===== src/hw/brk_cfg.svh =====
`ifndef BRK_CFG_SVH
`define BRK_CFG_SVH

// Register indices; the byte address is four times the index
`define BRK_IDX_WAIT_STATUS   16'hfe00
`define BRK_IDX_RESERVED      16'hfe02
`define BRK_IDX_FLAG_CLEAR    16'hfe03
`define BRK_IDX_ADDR_HIGH     16'hfe09
`define BRK_IDX_ADDR_LOW      16'hfe0a
`define BRK_IDX_CTRL_STATUS   16'hfe0b
`define BRK_IDX_EVT_STATUS    16'hfe10
`define BRK_IDX_EVT_MASK      16'hfe11

// Field positions
`define BRK_BIT_ENABLE        7
`define BRK_BIT_ACTIVE        6
`define BRK_BIT_WAIT_EXIT     1
`define BRK_BIT_CLEAR_EN      7

// Reset values
`define BRK_RST_BYTE          8'h00
`define BRK_RST_EVT           4'h0
`define BRK_RST_WORD          32'h0000_0000

// Break vectors, normal and monitor mode
`define BRK_VEC_NORMAL        16'hfffc
`define BRK_VEC_MONITOR       16'hfefc

// Event status and mask layout
`define BRK_EVT_W             4
`define BRK_EVT_ADDR          0
`define BRK_EVT_SOFT          1
`define BRK_EVT_END           2
`define BRK_EVT_WAIT          3

`endif


===== src/hw/brk_pkg.sv =====
`default_nettype none
package brk_pkg;

   // CPU core and system integration view of the internal bus
   typedef struct packed {
      logic [15:0] addr;          // Internal address bus
      logic        pc_gen;        // Address comes from the program counter
      logic        opcode_fetch;  // Cycle fetches an opcode
      logic        instr_start;   // Next instruction is about to begin
      logic        rti_exec;      // Return-from-interrupt executes
   } cpu_bus_t;

   // Break commands to the system integration logic
   typedef struct packed {
      logic        breakpoint_request;
      logic        load_swi;
      logic [15:0] vector_addr;
   } break_cmd_t;

endpackage
`default_nettype wire


===== src/hw/address_breakpoint_unit.sv =====
// Design decision made here: the Avalon-MM register port.
`include "brk_cfg.svh"
`timescale 1ns/1ps
`default_nettype none

module address_breakpoint_unit (
   // Clock and reset
   input  wire logic              clk,
   input  wire logic              nrst,
   // Avalon-MM register slave
   input  wire logic [17:0]       avs_address,
   input  wire logic              avs_read,
   input  wire logic              avs_write,
   input  wire logic [31:0]       avs_writedata,
   input  wire logic [3:0]        avs_byteenable,
   output logic [31:0]            avs_readdata,
   output logic                   avs_waitrequest,
   // CPU core and system integration side
   input  wire brk_pkg::cpu_bus_t cpu_bus,
   input  wire logic              monitor_mode,
   input  wire logic              wait_exit_by_break,
   output brk_pkg::break_cmd_t    break_cmd,
   output logic                   break_state,
   output logic                   watchdog_disable,
   output logic                   status_clear_allowed,
   // Interrupt
   output logic                   irq
);

   // ****************************************************************
   // Reset synchroniser
   // ****************************************************************

   logic rst_meta_ff;
   logic rst_n_ff;

   // Assertion is immediate; release waits two edges so that every
   // flip-flop below leaves reset on one common clock edge
   // Release of reset passes two flip-flops
   always_ff @(posedge clk or negedge nrst) begin
      if (!nrst) begin
         rst_meta_ff <= 1'b0;
         rst_n_ff    <= 1'b0;
      end else begin
         rst_meta_ff <= 1'b1;
         rst_n_ff    <= rst_meta_ff;
      end
   end

   // ****************************************************************
   // Declarations
   // ****************************************************************

   logic [7:0]               addr_high_ff;
   logic [7:0]               addr_low_ff;
   logic                     enable_ff;
   logic                     active_ff;
   logic                     wait_exit_ff;
   logic                     clear_en_ff;
   logic                     armed_ff;
   logic                     pending_ff;
   logic                     brk_state_ff;
   logic [`BRK_EVT_W-1:0]    evt_status_ff;
   logic [`BRK_EVT_W-1:0]    evt_mask_ff;
   logic                     irq_ff;
   logic                     waitreq_ff;
   logic [31:0]              rdata_ff;
   brk_pkg::break_cmd_t      cmd_ff;
   logic                     wdog_off_ff;
   logic                     clr_allow_ff;

   logic                     acc_done;
   logic                     wr_lo;
   logic [15:0]              acc_idx;
   logic [7:0]               wbyte;
   logic                     addr_hit;
   logic                     hit_opcode;
   logic                     hit_operand;
   logic                     soft_break;
   logic                     take;
   logic                     rti_end;
   logic [`BRK_EVT_W-1:0]    evt_set;
   logic [31:0]              nxt_rdata;

   // ****************************************************************
   // Register decode
   // ****************************************************************

   // True when a write hits the given register index
   function automatic logic wr_hit(input logic [15:0] idx, input logic [15:0] reg_idx,
                                   input logic wr);
      wr_hit = wr && (idx == reg_idx);
   endfunction

   // Access completes at the edge where waitrequest is sampled low
   // Only byte lane 0 carries register data; other lanes are ignored
   assign acc_done = (avs_read || avs_write) && !waitreq_ff;
   assign wr_lo    = avs_write && !waitreq_ff && avs_byteenable[0];
   assign acc_idx  = avs_address[17:2];
   assign wbyte    = avs_writedata[7:0];

   // ****************************************************************
   // Break detection
   // ****************************************************************

   assign addr_hit = enable_ff && armed_ff && cpu_bus.pc_gen
                     && (cpu_bus.addr == {addr_high_ff, addr_low_ff});

   assign hit_opcode  = addr_hit && cpu_bus.opcode_fetch;
   assign hit_operand = addr_hit && !cpu_bus.opcode_fetch;

   assign soft_break = wr_hit(acc_idx, `BRK_IDX_CTRL_STATUS, wr_lo)
                       && wbyte[`BRK_BIT_ACTIVE];

   // No new break is taken while one is being serviced
   // next instruction
   assign take = !brk_state_ff
                 && (hit_opcode || (pending_ff && cpu_bus.instr_start));

   assign rti_end = brk_state_ff && cpu_bus.rti_exec;

   // Events feeding the interrupt status
   // Bit 0 records any enabled match, also one that only sets pending
   assign evt_set[`BRK_EVT_ADDR] = addr_hit;
   assign evt_set[`BRK_EVT_SOFT] = soft_break;
   assign evt_set[`BRK_EVT_END]  = rti_end;
   assign evt_set[`BRK_EVT_WAIT] = wait_exit_by_break;

   // Break deferred to the next instruction boundary
   // A set in the same cycle as a take keeps the request for the next
   // boundary, so a software break during a match is not lost
   always_ff @(posedge clk or negedge rst_n_ff) begin
      if (!rst_n_ff) begin
         pending_ff <= 1'b0;
      end else if (hit_operand || soft_break) begin
         pending_ff <= 1'b1;
      end else if (take) begin
         pending_ff <= 1'b0;
      end
   end

   // A match while ACTIVE is clear disarms the unit, so the resumed opcode fetch at the same
   // address does not break twice; writing either address byte rearms it
   // rearm on new address
   always_ff @(posedge clk or negedge rst_n_ff) begin
      if (!rst_n_ff) begin
         armed_ff <= 1'b1;
      end else if (wr_hit(acc_idx, `BRK_IDX_ADDR_HIGH, wr_lo)
                   || wr_hit(acc_idx, `BRK_IDX_ADDR_LOW, wr_lo)) begin
         armed_ff <= 1'b1;
      end else if (addr_hit && !active_ff) begin
         armed_ff <= 1'b0;
      end
   end

   // ****************************************************************
   // Break state and commands
   // ****************************************************************

   // Break state runs from take to return-from-interrupt
   always_ff @(posedge clk or negedge rst_n_ff) begin
      if (!rst_n_ff) begin
         brk_state_ff <= 1'b0;
      end else if (take) begin
         brk_state_ff <= 1'b1;
      end else if (rti_end) begin
         brk_state_ff <= 1'b0;
      end
   end

   // Vector follows the monitor mode level of the previous cycle
   // one-cycle pulse
   always_ff @(posedge clk or negedge rst_n_ff) begin
      if (!rst_n_ff) begin
         cmd_ff.breakpoint_request <= 1'b0;
         cmd_ff.load_swi           <= 1'b0;
         cmd_ff.vector_addr        <= `BRK_VEC_NORMAL;
      end else begin
         cmd_ff.breakpoint_request <= take;
         cmd_ff.load_swi           <= take;
         cmd_ff.vector_addr        <= monitor_mode ? `BRK_VEC_MONITOR : `BRK_VEC_NORMAL;
      end
   end

   // Both gates follow the break state as it stands after this edge
   // watchdog off
   always_ff @(posedge clk or negedge rst_n_ff) begin
      if (!rst_n_ff) begin
         wdog_off_ff  <= 1'b0;
         clr_allow_ff <= 1'b1;
      end else begin
         wdog_off_ff  <= take || (brk_state_ff && !rti_end);
         clr_allow_ff <= !(take || (brk_state_ff && !rti_end)) || clear_en_ff;
      end
   end

   // ****************************************************************
   // Break registers
   // ****************************************************************

   // Break address bytes
   always_ff @(posedge clk or negedge rst_n_ff) begin
      if (!rst_n_ff) begin
         addr_high_ff <= `BRK_RST_BYTE;
         addr_low_ff  <= `BRK_RST_BYTE;
      end else begin
         if (wr_hit(acc_idx, `BRK_IDX_ADDR_HIGH, wr_lo)) begin
            addr_high_ff <= wbyte;
         end
         if (wr_hit(acc_idx, `BRK_IDX_ADDR_LOW, wr_lo)) begin
            addr_low_ff <= wbyte;
         end
      end
   end

   always_ff @(posedge clk or negedge rst_n_ff) begin
      if (!rst_n_ff) begin
         enable_ff <= 1'b0;
      end else if (wr_hit(acc_idx, `BRK_IDX_CTRL_STATUS, wr_lo)) begin
         enable_ff <= wbyte[`BRK_BIT_ENABLE];
      end
   end

   always_ff @(posedge clk or negedge rst_n_ff) begin
      if (!rst_n_ff) begin
         active_ff <= 1'b0;
      end else if (addr_hit || soft_break) begin
         active_ff <= 1'b1;
      end else if (wr_hit(acc_idx, `BRK_IDX_CTRL_STATUS, wr_lo)) begin
         active_ff <= 1'b0;
      end
   end

   always_ff @(posedge clk or negedge rst_n_ff) begin
      if (!rst_n_ff) begin
         wait_exit_ff <= 1'b0;
      end else if (wait_exit_by_break) begin
         wait_exit_ff <= 1'b1;
      end else if (wr_hit(acc_idx, `BRK_IDX_WAIT_STATUS, wr_lo)
                   && !wbyte[`BRK_BIT_WAIT_EXIT]) begin
         wait_exit_ff <= 1'b0;
      end
   end

   always_ff @(posedge clk or negedge rst_n_ff) begin
      if (!rst_n_ff) begin
         clear_en_ff <= 1'b0;
      end else if (wr_hit(acc_idx, `BRK_IDX_FLAG_CLEAR, wr_lo)) begin
         clear_en_ff <= wbyte[`BRK_BIT_CLEAR_EN];
      end
   end

   // ****************************************************************
   // Interrupt status and mask
   // ****************************************************************

   // Sticky event bits, write one to clear, set wins
   genvar gi;
   generate
      for (gi = 0; gi < `BRK_EVT_W; gi = gi + 1) begin : g_evt
         always_ff @(posedge clk or negedge rst_n_ff) begin
            if (!rst_n_ff) begin
               evt_status_ff[gi] <= 1'b0;
            end else if (evt_set[gi]) begin
               evt_status_ff[gi] <= 1'b1;
            end else if (wr_hit(acc_idx, `BRK_IDX_EVT_STATUS, wr_lo) && wbyte[gi]) begin
               evt_status_ff[gi] <= 1'b0;
            end
         end
      end
   endgenerate

   // Mask register
   always_ff @(posedge clk or negedge rst_n_ff) begin
      if (!rst_n_ff) begin
         evt_mask_ff <= `BRK_RST_EVT;
      end else if (wr_hit(acc_idx, `BRK_IDX_EVT_MASK, wr_lo)) begin
         evt_mask_ff <= wbyte[`BRK_EVT_W-1:0];
      end
   end

   // Level interrupt from unmasked status
   always_ff @(posedge clk or negedge rst_n_ff) begin
      if (!rst_n_ff) begin
         irq_ff <= 1'b0;
      end else begin
         irq_ff <= |(evt_status_ff & evt_mask_ff);
      end
   end

   // ****************************************************************
   // Avalon-MM slave
   // ****************************************************************

   // Reserved and unused indices read as zero; writes to them are dropped
   // access never gated by break
   always_comb begin
      nxt_rdata = `BRK_RST_WORD;
      case (acc_idx)
         `BRK_IDX_WAIT_STATUS: nxt_rdata[`BRK_BIT_WAIT_EXIT] = wait_exit_ff;
         `BRK_IDX_FLAG_CLEAR:  nxt_rdata[`BRK_BIT_CLEAR_EN]  = clear_en_ff;
         `BRK_IDX_ADDR_HIGH:   nxt_rdata[7:0]                = addr_high_ff;
         `BRK_IDX_ADDR_LOW:    nxt_rdata[7:0]                = addr_low_ff;
         `BRK_IDX_CTRL_STATUS: begin
            nxt_rdata[`BRK_BIT_ENABLE] = enable_ff;
            nxt_rdata[`BRK_BIT_ACTIVE] = active_ff;
         end
         `BRK_IDX_EVT_STATUS:  nxt_rdata[`BRK_EVT_W-1:0]     = evt_status_ff;
         `BRK_IDX_EVT_MASK:    nxt_rdata[`BRK_EVT_W-1:0]     = evt_mask_ff;
         default:              nxt_rdata                     = `BRK_RST_WORD;
      endcase
   end

   // One wait cycle, then one cycle with waitrequest low
   // Read data is captured in the wait cycle and stands while waitrequest
   // is low; a write lands at the edge where waitrequest is sampled low
   always_ff @(posedge clk or negedge rst_n_ff) begin
      if (!rst_n_ff) begin
         waitreq_ff <= 1'b1;
         rdata_ff   <= `BRK_RST_WORD;
      end else if (acc_done) begin
         waitreq_ff <= 1'b1;
      end else if (avs_read || avs_write) begin
         waitreq_ff <= 1'b0;
         rdata_ff   <= avs_read ? nxt_rdata : `BRK_RST_WORD;
      end
   end

   // ****************************************************************
   // Outputs
   // ****************************************************************

   // Every output is driven straight from a flip-flop
   assign avs_readdata         = rdata_ff;
   assign avs_waitrequest      = waitreq_ff;
   assign break_cmd            = cmd_ff;
   assign break_state          = brk_state_ff;
   assign watchdog_disable     = wdog_off_ff;
   assign status_clear_allowed = clr_allow_ff;
   assign irq                  = irq_ff;

endmodule

`default_nettype wire


===== config.mk =====
export PLATFORM = sky130hd
export DESIGN_NAME = address_breakpoint_unit
export DESIGN_NICKNAME = d
export VERILOG_FILES = /design/src/hw/brk_pkg.sv /design/src/hw/address_breakpoint_unit.sv
export VERILOG_INCLUDE_DIRS = /design/src /design/src/hw
export SDC_FILE = /design/constraint.sdc
export NUM_CORES = 1
export LEC_CHECK = 0
export ABC_AREA = 0
export BUFFER_PORTS_ARGS = -buffer_cell sky130_fd_sc_hd__buf_2
export CAP_MARGIN = 10
export CORE_UTILIZATION = 40
export CTS_BUF_LIST = sky130_fd_sc_hd__clkbuf_4
export DETAILED_ROUTE_END_ITERATION = 8
export GPL_TIMING_DRIVEN = 0
export PLACE_DENSITY = 0.77
export SLEW_MARGIN = 20
export SYNTH_ARGS = -nofsm -noshare
export SYNTH_HDL_FRONTEND = slang
export SYNTH_SLANG_ARGS = --single-unit

===== constraint.sdc =====
create_clock -name clk -period 3.2 [get_ports clk]
set_input_delay 0.16 -clock clk [delete_from_list [all_inputs] [get_ports clk]]
set_output_delay 0.16 -clock clk [all_outputs]
set_load 0.1 [all_outputs]

## Word level (Yosys, flattened, before mapping)

Cells that the tools add are included.

- $add $sub $neg: 0
- Multipliers: 0
- Div/mod/pow operators: 0
- Order comparisons: 0
- Equal/unequal tests: 8
- Shift-type cells: 0
- Mux-type cells: 28
- Bitwise gates (word level): 2
- Reduce and logical (&&, ||, !) cells: 52

Operators with widths:

| operator | count |
|---|---|
| $eq A16 B16 Y1 const B | 7 |
| $logic_and A1 B1 Y1 | 26 |
| $mux W1 | 20 |
| $reduce_bool A2 Y1 | 10 |
| $eq A16 B16 Y1 | 1 |
| $mux W9 | 1 |
| $mux W8 | 1 |
| $pmux W1 S4 | 2 |
| $pmux W2 S4 | 1 |
| $logic_not A1 Y1 | 7 |
| $logic_or A1 B1 Y1 | 7 |
| $pmux W1 S5 | 1 |
| $and A4 B4 Y4 | 1 |
| $pmux W2 S2 | 1 |
| $reduce_or A4 Y1 | 1 |
| $pmux W1 S3 | 1 |
| $reduce_and A2 Y1 | 1 |
| $not A1 Y1 | 1 |

- Register bits: 80
- Bits in latches: 0
- RAM bits: 0
- Memory bits (read-only): 0
- Input bits: 80
- Output and inout port bits: 55
- Word-level logic and storage cells: 113
- Memories kept: 0

## Depth between registers and ports, before layout

Gate-level depths: netlist of run 1.

- Word-level depth: 9
- Gate-level depth with buffers: 7
- Mapped depth without buffers: 5

## Worst setup path after synthesis of run 1

No wires, ideal clock.

- Path kind: register to register
- From: register waitreq_ff, in the netlist avs_waitrequest
- To: register addr_high_ff[0]
- Library setup time: 0.125 ns
- Arrival time: 2.048 ns
- Required time: 3.075 ns
- Slack: 1.027 ns
- Stages on the path, launching flop included: 6
- Buffers on the path: 2
- Clock period less this slack: 2.173 ns
- Path through: dfstp_2 -> and3b_1 -> clkbuf_1 -> nand3_1 -> clkbuf_1 -> mux2_2

- Cells in the longest elaborated chain, start to end: 4

RTL lines:

| item | RTL line | RTL |
|---|---|---|
| start, declared | address_breakpoint_unit.sv:66 | `logic waitreq_ff;` |
| start signal, assigned | address_breakpoint_unit.sv:319 | `waitreq_ff <= 1'b1;` |
| start signal, assigned | address_breakpoint_unit.sv:322 | `waitreq_ff <= 1'b1;` |
| start signal, assigned | address_breakpoint_unit.sv:324 | `waitreq_ff <= 1'b0;` |
| $logic_not A1 Y1 | address_breakpoint_unit.sv:98 | `assign wr_lo = avs_write && !waitreq_ff && avs_byteenable[0];` |
| $logic_and A1 B1 Y1 (2 in series) | address_breakpoint_unit.sv:98 |  |
| $logic_and A1 B1 Y1 | address_breakpoint_unit.sv:92 | `wr_hit = wr && (idx == reg_idx);` |
| end signal, assigned | address_breakpoint_unit.sv:204 | `` addr_high_ff <= `BRK_RST_BYTE; `` |
| end signal, assigned | address_breakpoint_unit.sv:208 | `addr_high_ff <= wbyte;` |
| end, declared | address_breakpoint_unit.sv:54 | `logic [7:0] addr_high_ff;` |

Every way passes these cells.
A chain may end at the register's enable or synchronous reset.

## Worst setup path after layout of run 1

- From: register waitreq_ff, in the netlist avs_waitrequest
- To: register addr_high_ff[1]

The elaborated chain is that of the path after synthesis.

==> run summary, run 1 <==
* **Clock Pin Slew Worst Setup and Hold Paths** 0.13 ns
* **DRT antenna net count** 0
* **leading post-synthesis cells by cell area** dfrtp_1 (40%), buf_4 (11%), mux2_2 (8.0%), dfstp_2 (3.9%), xor2_1 (3.6%)
* **top achievable clock speed** 465 MHz
* **share of the yosys chip area belonging to registers** 44.0%
* **H-tree depth** 2
* **Most used DFF post-synth** dfrtp_1
* **FF+latch count, synth** 47
* **CTS tree** done
* **fraction of layout cells with a size suffix above 1** 40.4%
* **synthesized cell area** 2690 um2
* **relative area change from synthesis to final layout** 26.6%
* **buffers inserted by post-CTS timing repair** 0
* **top cell types by occurrence after synthesis** dfrtp_1 (43), buf_4 (40), mux2_2 (19), nand2_1 (19)
* **time the worst path needs with I/O delays and setup** 2.15 ns
* **Remaining DRCs** 22
* **estimated wirelength of the detail-placed design** 4.79 mm
* **actual slew at the worst max-slew pin** 0.579 ns
* **leak pwr** 1.76 nW
* **number of antenna violations at the first check in global routing** 0
* **maximum clock skew at final layout** 0.00386 ns
* **run status** finished with violations
* **# placed instances** 437
* **# Max-Cap Violations** 0
* **residual overflow from global routing** 0
* **total negative setup slack** 0 ns
* **first-pass GRT wire length** 10.2 mm
* **number of hold violations in the final report** 0
* **clock sink count** 47
* **I/O Buffers** 64
* **deepest clock path buffer count** 2
* **initial standard-cell utilization of the core** 41.8%
* **synth unique cells** 49
* **pin count of the biggest net entering global routing** 31
* **CP startpoint kind** register
* **Die Y-Extent** 84.0 um
* **Finished Layout Cells** 448
* **vias post-DR** 2206
* **largest area contributor in the synthesized netlist** dfrtp_1
* **weighted congestion reported at the end of routability-driven placement** 0.856
* **fraction of post-synthesis cell area in the top cell type by area** 40.1%
* **path class of the lowest-slack min-delay path** in -> reg
* **type of element capturing the critical path** register
* **Async S/R FF share, synth** 100%
* **initial drt markers** 109
* **fraction of the cycle the final worst path needs** 67.1%
* **most common cell in the synthesized netlist** dfrtp_1
* **Crit path arrival time** 2.41 ns
* **iteration count of the initial detailed-routing pass** 7
* **clock network latency to the later pin of the worst-skew pair** 0.36 ns
* **Ys Warns** 0
* **routed vias/inst** 4.92
* **violated checks** DRC
* **via count of the first global-routing pass** 2104
* **Register-to-Register Setup Slack** 1.05 ns
* **Req. time, crit path** 3.46 ns
* **worst setup path category** reg -> reg
* **die outline area** 7050 um2
* **mean cell area of the mapped netlist** 10.5 um2
* **Finish-stage setup viols** 0
* **detailed-route wire length per cell** 13.6 um
* **EDFF count, synth** 0
* **core box area** 6420 um2
* **number of buffers created by CTS** 5
* **# IOs** 135
* **worst supply voltage drop on vdd** 0.241 mV
* **Worst Path Max Fanout** 10
* **CTS root buffer** clkbuf_4
* **global-route usage over all layers** 18.2%
* **Total Wirelength** 6.10 mm
* **placement row count** 29
* **hold_ws** 0.00908 ns
* **relative max-transition margin** 61.2%
* **fin nets** 450
* **Mapped Cells** 257
* **Die X** 84.0 um
* **unrepaired setup endpoints after global routing** no
* **ANT cells** 0
* **Max Slew Vio Count** 0
* **PD cells** 438 nW/um2
[through the flow]
stage / instance area (um2) / util (%) / setup slack (ns) / total power (W)
finish: 3400 / 53.0 / 1.05 / 0.00149
global route: 3400 / 53.0 / 0.925 / 0.00155
CTS: 3390 / 52.8 / 1.07 / 0.00150
detailed placement: 3270 / 50.9 / 0.894 / 0.00106
global placement: 3250 / 50.5 / 0.913 / 0.00105
floorplan: 2830 / - / 1.03 / 0.000988
[path summary, 6_finish.rpt]
check                              startpoint                to  cells past startpoint
min reg2reg                          rst_n_ff     break_cmd[16]                      0
min                        wait_exit_by_break  evt_status_ff[3]                      2
max in group asynchronous            rst_n_ff          armed_ff                      1
max                           avs_waitrequest   addr_high_ff[1]                      5
min in group asynchronous                nrst          rst_n_ff                      2
max reg2reg                   avs_waitrequest   addr_high_ff[1]                      5
[placed cells by master, fill, tap and decap left out, types with 2 or more instances in the layout]
| cell type | Yosys | layout |
|---|---|---|
| or4_4 | 2 | 2 |
| or2_2 | 3 | 3 |
| or4_1 | 2 | 2 |
| o31ai_1 | 2 | 2 |
| a22o_1 | 6 | 6 |
| o21ai_0 | 12 | 12 |
| nor4b_1 | 2 | 2 |
| clkbuf_4 | 0 | 6 |
| o2bb2ai_1 | 3 | 3 |
| xnor2_1 | 6 | 6 |
| buf_2 | 0 | 64 |
| inv_1 | 4 | 4 |
| dfrtp_1 | 43 | 42 |
| nor3_1 | 5 | 5 |
| and3b_1 | 2 | 2 |
| clkbuf_1 | 7 | 7 |
| nor2b_1 | 2 | 2 |
| nand2b_1 | 2 | 2 |
| dfstp_2 | 4 | 4 |
| a21o_1 | 4 | 4 |
| or3b_2 | 2 | 2 |
| conb_1 | 2 | 40 |
| buf_4 | 40 | 40 |
| bufinv_16 | 0 | 2 |
| nor2_1 | 5 | 5 |
| nand3b_1 | 2 | 2 |
| nand2_1 | 19 | 19 |
| nor4_1 | 3 | 3 |
| nand4_1 | 4 | 4 |
| mux2_2 | 19 | 19 |
| nand3_1 | 12 | 12 |
| xor2_1 | 11 | 11 |
| a22oi_1 | 8 | 8 |
| dlygate4sd3_1 | 0 | 3 |
[registers in the layout, indices dropped and copies added (netlist names)]
signal / count
addr_high_ff: 8
addr_low_ff: 8
avs_readdata: 8
evt_mask_ff: 4
evt_status_ff: 4
break_cmd: 2
active_ff: 1
armed_ff: 1
avs_waitrequest: 1
break_state: 1
clear_en_ff: 1
enable_ff: 1
irq: 1
pending_ff: 1
rst_meta_ff: 1
rst_n_ff: 1
status_clear_allowed: 1
wait_exit_ff: 1
watchdog_disable: 1
[routing by layer]
metal / wire length [um] / vias to the layer above / share of wire, % / GRT usage (%)
li1: - / 1067 / - / -
met1: 2580 / 1033 / 42 / 24.6
met2: 2970 / 101 / 49 / 30.0
met3: 504 / 5 / 8.3 / 3.56
met4: 42 / 0 / 0.69 / 4.70
met5: 0 / - / 0 / 0
[cells by family (layout without fill, tap and decap cells)]
kind of cell,Yosys count,count (layout),synth area share [%]
buf+inv,52,128,12.9
mux,20,20,8.38
compound gates,46,46,12.6
other cells,2,40,0.280
simple gates,73,73,16.3
flops,47,47,44.0
xor+xnor,17,17,5.54
[layout make-up]
cell class                      count  area (um2)
Fill cell                         625        3020
Multi-Input combinational cell    196        1300
Sequential cell                    47        1180
Timing Repair Buffer               68         370
Buffer                             48         332
Tap cell                           77        96.3
Clock inverter                      2        60.1
Clock buffer                        6        45.0
Inverter                            4        15.0
[worst max-delay path, cell delays in order, from the launching register on]
cell and delay, ns:
dfstp_2 0.60, and3b_1 0.18, clkbuf_1 0.22, nand3_1 0.17, clkbuf_1 0.47, mux2_2 0.40
[report_power, final]
group	internal, W	leakage (nW)	switching (W)
Clock	0.000252	0.0559	0.000188
Sequential	0.000609	0.625	0.0000162
Combinational	0.0000902	1.08	0.000334
Total	0.000952	1.76	0.000538
[timing repair]
item / in CTS / in global routing
gates resized for setup: 0 / 0
hold buffers: 2 / 1
hold endpoints to repair: 3 / 1
Power figures use the tool's default switching activity.
==> run 2, diff against run 1 <==
Clock period 3.2 ns to 2.01 ns, I/O delays scaled along.
==> run summary, run 2 (synthesis results as in run 1) <==
* **multi-input logic area** 1310 um2, +0.87%
* **hold endpoint** evt_mask_ff[0]
* **Comb power frac** 30.2%, +1.7 points
* **Register-to-Register Setup Slack** 0.13 ns, -0.92 ns
* **instance area after placement** 3270 um2, +0.19%
* **total negative setup slack** 0 ns, unchanged
* **vias post-DR** 2255, +2.2%
* **leak pwr** 1.80 nW, +1.8%
* **deepest clock path buffer count** 2, unchanged
* **DRT antenna net count** 0, unchanged
* **reg-to-reg endpoint** pending_ff
* **clock network fraction of design power** 25.9%, -3.7 points
* **clock network latency to the later pin of the worst-skew pair** 0.37 ns, about the same
* **# placed instances** 437, unchanged
* **run status** finished with violations
* **detailed-route wire length per cell** 14.0 um, +3.1%
* **top achievable clock speed** 532 MHz, +14%
* **CP startpoint kind** register
* **buffers inserted by post-CTS timing repair** 0, unchanged
* **storage element area** 1190 um2, +0.32%
* **Die Y-Extent** 84.0 um, unchanged
* **weighted congestion reported at the end of routability-driven placement** 0.860, +0.40%
* **fraction of layout cells with a size suffix above 1** 40.6%, +0.20 points
* **fin nets** 458, +1.8%
* **die outline area** 7050 um2, unchanged
* **residual overflow from global routing** 0, unchanged
* **Finished Layout Cells** 456, +1.8%
* **first-pass GRT wire length** 10.3 mm, +0.81%
* **core box area** 6420 um2, unchanged
* **Crit path arrival time** 2.18 ns, -0.23 ns
* **global-route usage over all layers** 18.6%, +0.36 points
* **relative area change from synthesis to final layout** 29.9%
* **crit-path cells** xor2_1 > or4_1 > nor4b_2 > nand3_2 > o211ai_1
* **pin count of the biggest net entering global routing** 32, +3.2%
* **via count of the first global-routing pass** 2157, +2.5%
* **number of stages on the worst hold path** 2, unchanged
* **worst supply voltage drop on vdd** 0.320 mV, +33%
* **relative max-transition margin** 59.7%, -1.5 points
* **actual slew at the worst max-slew pin** 0.601 ns, +0.0224 ns
* **Clock Pin Slew Worst Setup and Hold Paths** 0.15 ns, +0.02 ns
* **fraction of the cycle the final worst path needs** 93.4%, +26 points
* **I/O Buffers** 64, unchanged
* **CTS tree** done
* **initial drt markers** 173, +59%
* **Design Area, Final** 3490 um2, +2.5%
* **ANT cells** 0, unchanged
* **CTS root buffer** clkbuf_4
* **number of buffers created by CTS** 5, unchanged
* **estimated wirelength of the detail-placed design** 4.93 mm, +2.9%
* **Sw Share** 38.8%, +2.7 points
* **switching pwr** 0.000887 W, +65%
* **type of element capturing the critical path** register
* **layout filler cell count** 601, -3.8%
* **Total Power** 0.00229 W, +53%
* **iteration count of the initial detailed-routing pass** 6, -1
* **path class of the lowest-slack min-delay path** in -> reg
* **relative contribution of sequential cells to total power** 43.8%, +1.8 points
* **Total Wirelength** 6.41 mm, +4.9%
* **initial standard-cell utilization of the core** 41.8%, unchanged
* **Die X** 84.0 um, unchanged
* **H-tree depth** 2, unchanged
* **most common cell after layout, fill and taps aside** buf_2
* **placement row count** 29, unchanged
* **Finish-stage setup viols** 0, unchanged
* **# Max-Cap Violations** 0, unchanged
* **Remaining DRCs** 22, unchanged
* **# IOs** 135, unchanged
* **Max Slew Vio Count** 0, unchanged
* **cell internal power dissipation** 0.00140 W, +47%
* **maximum clock skew at final layout** 0.0125 ns, +0.00861 ns
* **Worst Path Max Fanout** 3, -7
* **slowest stage cell on the critical path** or4_1
* **PD cells** 656 nW/um2, +50%
* **clock sink count** 47, unchanged
* **time the worst path needs with I/O delays and setup** 1.88 ns, -0.271 ns
* **routed vias/inst** 4.95, +0.43%
* **worst flop-to-flop path startpoint** addr_low_ff[0]
* **Req. time, crit path** 2.31 ns, -1.15 ns
* **unrepaired setup endpoints after global routing** no
* **worst setup path category** reg -> reg
* **violated checks** DRC
* **hold_ws** 0.0106 ns, +0.00150 ns
* **HP Start** avs_writedata[0]
* **top library cells by usage in the layout, fill and taps aside** buf_2 (65), dfrtp_1 (42), buf_4 (40), conb_1 (40)
* **slowest cell delay on critical path** 0.55 ns, -0.05 ns
* **number of antenna violations at the first check in global routing** 0, unchanged
* **number of hold violations in the final report** 0, unchanged
* **depth of the worst register-to-register path** 5, unchanged
-- run 2: worst max-delay path by stage --
| stage | startpoint | end | depth (start not counted) |
|---|---|---|---|
| detailed placement | avs_address[4] | addr_high_ff[3] | 6 |
| finish | addr_low_ff[0] | pending_ff | 5 |
| floorplan | avs_waitrequest | addr_high_ff[0] | 5 |
| global route | addr_high_ff[2] | pending_ff | 5 |
| CTS | avs_waitrequest | addr_high_ff[1] | 5 |
| global placement | avs_address[4] | addr_high_ff[3] | 6 |
-- run 2: through the flow --
| stage | worst slack [ns] | util [%] |
|---|---|---|
| after global placement | -0.139 | 50.6 |
| after global routing | 0.0182 | 54.3 |
| final | 0.132 | 54.3 |
| after floorplan | 0.0788 | - |
| after CTS | 0.0288 | 53.5 |
| after detailed placement | -0.158 | 51.0 |
-- run 2: per-layer routing --
layer  vias up  wire, um  track usage (%)
li1       1087         -                -
met1      1054      2720             23.9
met2       103      3120             31.3
met3        11       487             4.55
met4         0        82             4.70
met5         -         0                0
-- run 2: repair_timing --
| item | 4_1_cts | 5_1_grt |
|---|---|---|
| hold endpoints to repair | 12 | 6 |
| endpoints found under the setup margin | 0 | 16 |
| hold buffers | 8 | 4 |
| resized for setup | 0 | 6 |
-- run 2: area by class of cell --
class                   instances  share of cell area, %
plain buffers                  47                   9.54
clock buffers                   5                   1.08
clock inverters                 3                   1.36
inverters                       4                  0.430
multi-input cells             196                   37.6
flip-flops and latches         47                   34.0
well taps                      77                   2.76
repair buffers                 77                   13.2
-- run 2: power by group through the flow --
stage	clock network (W)	registers, W	logic, W
after global routing	0.000644	0.00101	0.000721
after detailed placement	0	0.00102	0.000671
final	0.000593	0.00100	0.000691
after global placement	0	0.00103	0.000650
after floorplan	0	0.00111	0.000468
after CTS	0.000602	0.00100	0.000684
-- run 2: worst max-delay path: cells and delay by family, from the launching register on --
family / cells / cell delay, ns
xor gates and xnor gates: 1 / 0.18
DFF: 1 / 0.43
AOI/OAI and AO/OA: 1 / 0.20
and+or+nand+nor: 3 / 1.00
==> run 3, diff against run 2 <==
Settings changed: MAX_ROUTING_LAYER from default to met4.
==> run summary, run 3 (synthesis results as in run 1) <==
* **PD cells** 656 nW/um2, about the same
* **pre-CTS setup slack** -0.158 ns, unchanged
* **slowest cell delay on critical path** 0.55 ns, about the same
* **initial drt markers** 162, -6.4%
* **slowest stage cell on the critical path** or4_1
* **worst setup path category** reg -> reg
* **Remaining DRCs** 23, +4.5%
* **DRT antenna net count** 0, unchanged
* **Worst Path Max Fanout** 3, unchanged
* **fraction of layout cells with a size suffix above 1** 40.6%, unchanged
* **depth of the worst register-to-register path** 5, unchanged
* **fraction of the cycle the final worst path needs** 93.2%, -0.24 points
* **run status** finished with violations
* **core box area** 6420 um2, unchanged
* **CTS root buffer** clkbuf_4
* **detailed-route wire length per cell** 14.0 um, -0.33%
* **Register-to-Register Setup Slack** 0.14 ns, about the same
* **deepest clock path buffer count** 2, unchanged
* **number of hold violations in the final report** 0, unchanged
* **relative max-transition margin** 59.5%, -0.18 points
* **top achievable clock speed** 534 MHz, +0.26%
* **clock network fraction of design power** 26.0%, about the same
* **Comb power frac** 30.2%, about the same
* **CP startpoint kind** register
* **number of stages on the worst hold path** 2, unchanged
* **Die X** 84.0 um, unchanged
* **clock network latency to the later pin of the worst-skew pair** 0.37 ns, about the same
* **reg-to-reg endpoint** pending_ff
* **worst supply voltage drop on vdd** 0.316 mV, -1.1%
* **residual overflow from global routing** 0, unchanged
* **relative area change from synthesis to final layout** 29.9%, unchanged
* **Finish-stage setup viols** 0, unchanged
* **Sw Share** 38.8%, about the same
* **# IOs** 135, unchanged
* **Worst Slack Setup Final** 0.137 ns, +0.00482 ns
* **violated checks** DRC
* **estimated wirelength of the detail-placed design** 4.93 mm, unchanged
* **iteration count of the initial detailed-routing pass** 6, unchanged
* **pin count of the biggest net entering global routing** 32, unchanged
* **capture point of the worst path** pending_ff
* **hold_ws** 0.00761 ns, -0.00297 ns
* **vias post-DR** 2241, -0.62%
* **unrepaired setup endpoints after global routing** no
* **first-pass GRT wire length** 10.3 mm, unchanged
* **global-route usage over all layers** 19.1%, +0.54 points
* **path class of the lowest-slack min-delay path** in -> reg
* **buffers inserted by post-CTS timing repair** 0, unchanged
* **maximum clock skew at final layout** 0.0114 ns, -0.00109 ns
* **type of element capturing the critical path** register
* **ANT cells** 0, unchanged
* **time the worst path needs with I/O delays and setup** 1.87 ns, -0.00482 ns
* **relative contribution of sequential cells to total power** 43.8%, about the same
* **via count of the first global-routing pass** 2158, +0.046%
* **placement row count** 29, unchanged
* **Max Slew Vio Count** 0, unchanged
* **I/O Buffers** 64, unchanged
* **cell internal power dissipation** 0.00140 W, about the same
* **routed vias/inst** 4.91, -0.62%
* **Total Power** 0.00229 W, about the same
* **leak pwr** 1.80 nW, unchanged
* **most common cell after layout, fill and taps aside** buf_2
* **initial standard-cell utilization of the core** 41.8%, unchanged
* **# Max-Cap Violations** 0, unchanged
* **die outline area** 7050 um2, unchanged
* **number of buffers created by CTS** 5, unchanged
* **clock sink count** 47, unchanged
* **layout filler cell count** 601, unchanged
* **crit-path cells** xor2_1 > or4_1 > nor4b_2 > nand3_2 > o211ai_1
* **weighted congestion reported at the end of routability-driven placement** 0.873, +1.6%
* **H-tree depth** 2, unchanged
* **CTS tree** done
* **number of antenna violations at the first check in global routing** 0, unchanged
* **Die Y-Extent** 84.0 um, unchanged
* **crit path launch** addr_low_ff[0]
* **Req. time, crit path** 2.31 ns, about the same
* **Crit path arrival time** 2.17 ns, about the same
* **worst flop-to-flop path startpoint** addr_low_ff[0]
* **top library cells by usage in the layout, fill and taps aside** buf_2 (65), dfrtp_1 (42), buf_4 (40), conb_1 (40)
* **fin nets** 458, unchanged
* **Total Wirelength** 6.38 mm, -0.33%
* **total negative setup slack** 0 ns, unchanged
* **switching pwr** 0.000888 W, +0.13%
* **actual slew at the worst max-slew pin** 0.604 ns, +0.00273 ns
* **Clock Pin Slew Worst Setup and Hold Paths** 0.15 ns, about the same
## run 3: through the flow
| stage | util [%] | instances | cell area, um2 |
|---|---|---|---|
| final | 54.3 | 456 | 3490 |
| after floorplan | - | 295 | 2840 |
| after CTS | 53.5 | 453 | 3440 |
| after global placement | 50.6 | 436 | 3250 |
| after detailed placement | 51.0 | 437 | 3270 |
| after global routing | 54.3 | 456 | 3490 |
## run 3: how the worst min path moves through the flow
stage | start | end | slack (ns)
2_1_floorplan | nrst | rst_meta_ff | -0.20
3_3_place_gp | nrst | rst_meta_ff | -0.11
3_5_place_dp | nrst | rst_meta_ff | -0.11
4_1_cts | avs_writedata[0] | evt_mask_ff[0] | 0.0007
5_1_grt | nrst | rst_n_ff | 0.002
6_report | avs_writedata[0] | evt_mask_ff[0] | 0.008
## run 3: per-layer routing
| layer | track usage (%) | part of all wire [%] | vias to the layer above |
|---|---|---|---|
| met3 | 4.55 | 7.3 | 12 |
| met4 | 4.70 | 1.3 | 0 |
| li1 | - | - | 1088 |
| met1 | 23.9 | 43 | 1046 |
| met2 | 31.3 | 49 | 95 |
| met5 | - | 0 | - |
## run 3: cell type report
cell class / count / area, um2 / area share (%)
Multi-Input combinational cell: 196 / 1310 / 37.6
Sequential cell: 47 / 1190 / 34.0
Tap cell: 77 / 96.3 / 2.76
Buffer: 47 / 333 / 9.54
Inverter: 4 / 15.0 / 0.430
Timing Repair Buffer: 77 / 460 / 13.2
Clock buffer: 5 / 37.5 / 1.08
Clock inverter: 3 / 47.5 / 1.36
## run 3: critical path: cells and delay by family, from the launching register on
kind / cells / cell delay [ns]
AOI/OAI and AO/OA: 1 / 0.20
xor gates and xnor gates: 1 / 0.18
DFF: 1 / 0.43
and+or+nand+nor: 3 / 1.00
## run 3: repair_timing
item,in CTS,in global routing
hold endpoints to repair,12,6
setup endpoints to repair,0,16
resized for setup,0,6
hold buffers,8,4
## run 3: power by group through the flow
stage / Sequential [W] / Combinational [W] / Clock (W)
2_1_floorplan: 0.00111 / 0.000468 / 0
3_3_place_gp: 0.00103 / 0.000650 / 0
3_5_place_dp: 0.00102 / 0.000671 / 0
4_1_cts: 0.00100 / 0.000684 / 0.000602
5_1_grt: 0.00101 / 0.000721 / 0.000642
6_report: 0.00100 / 0.000691 / 0.000594
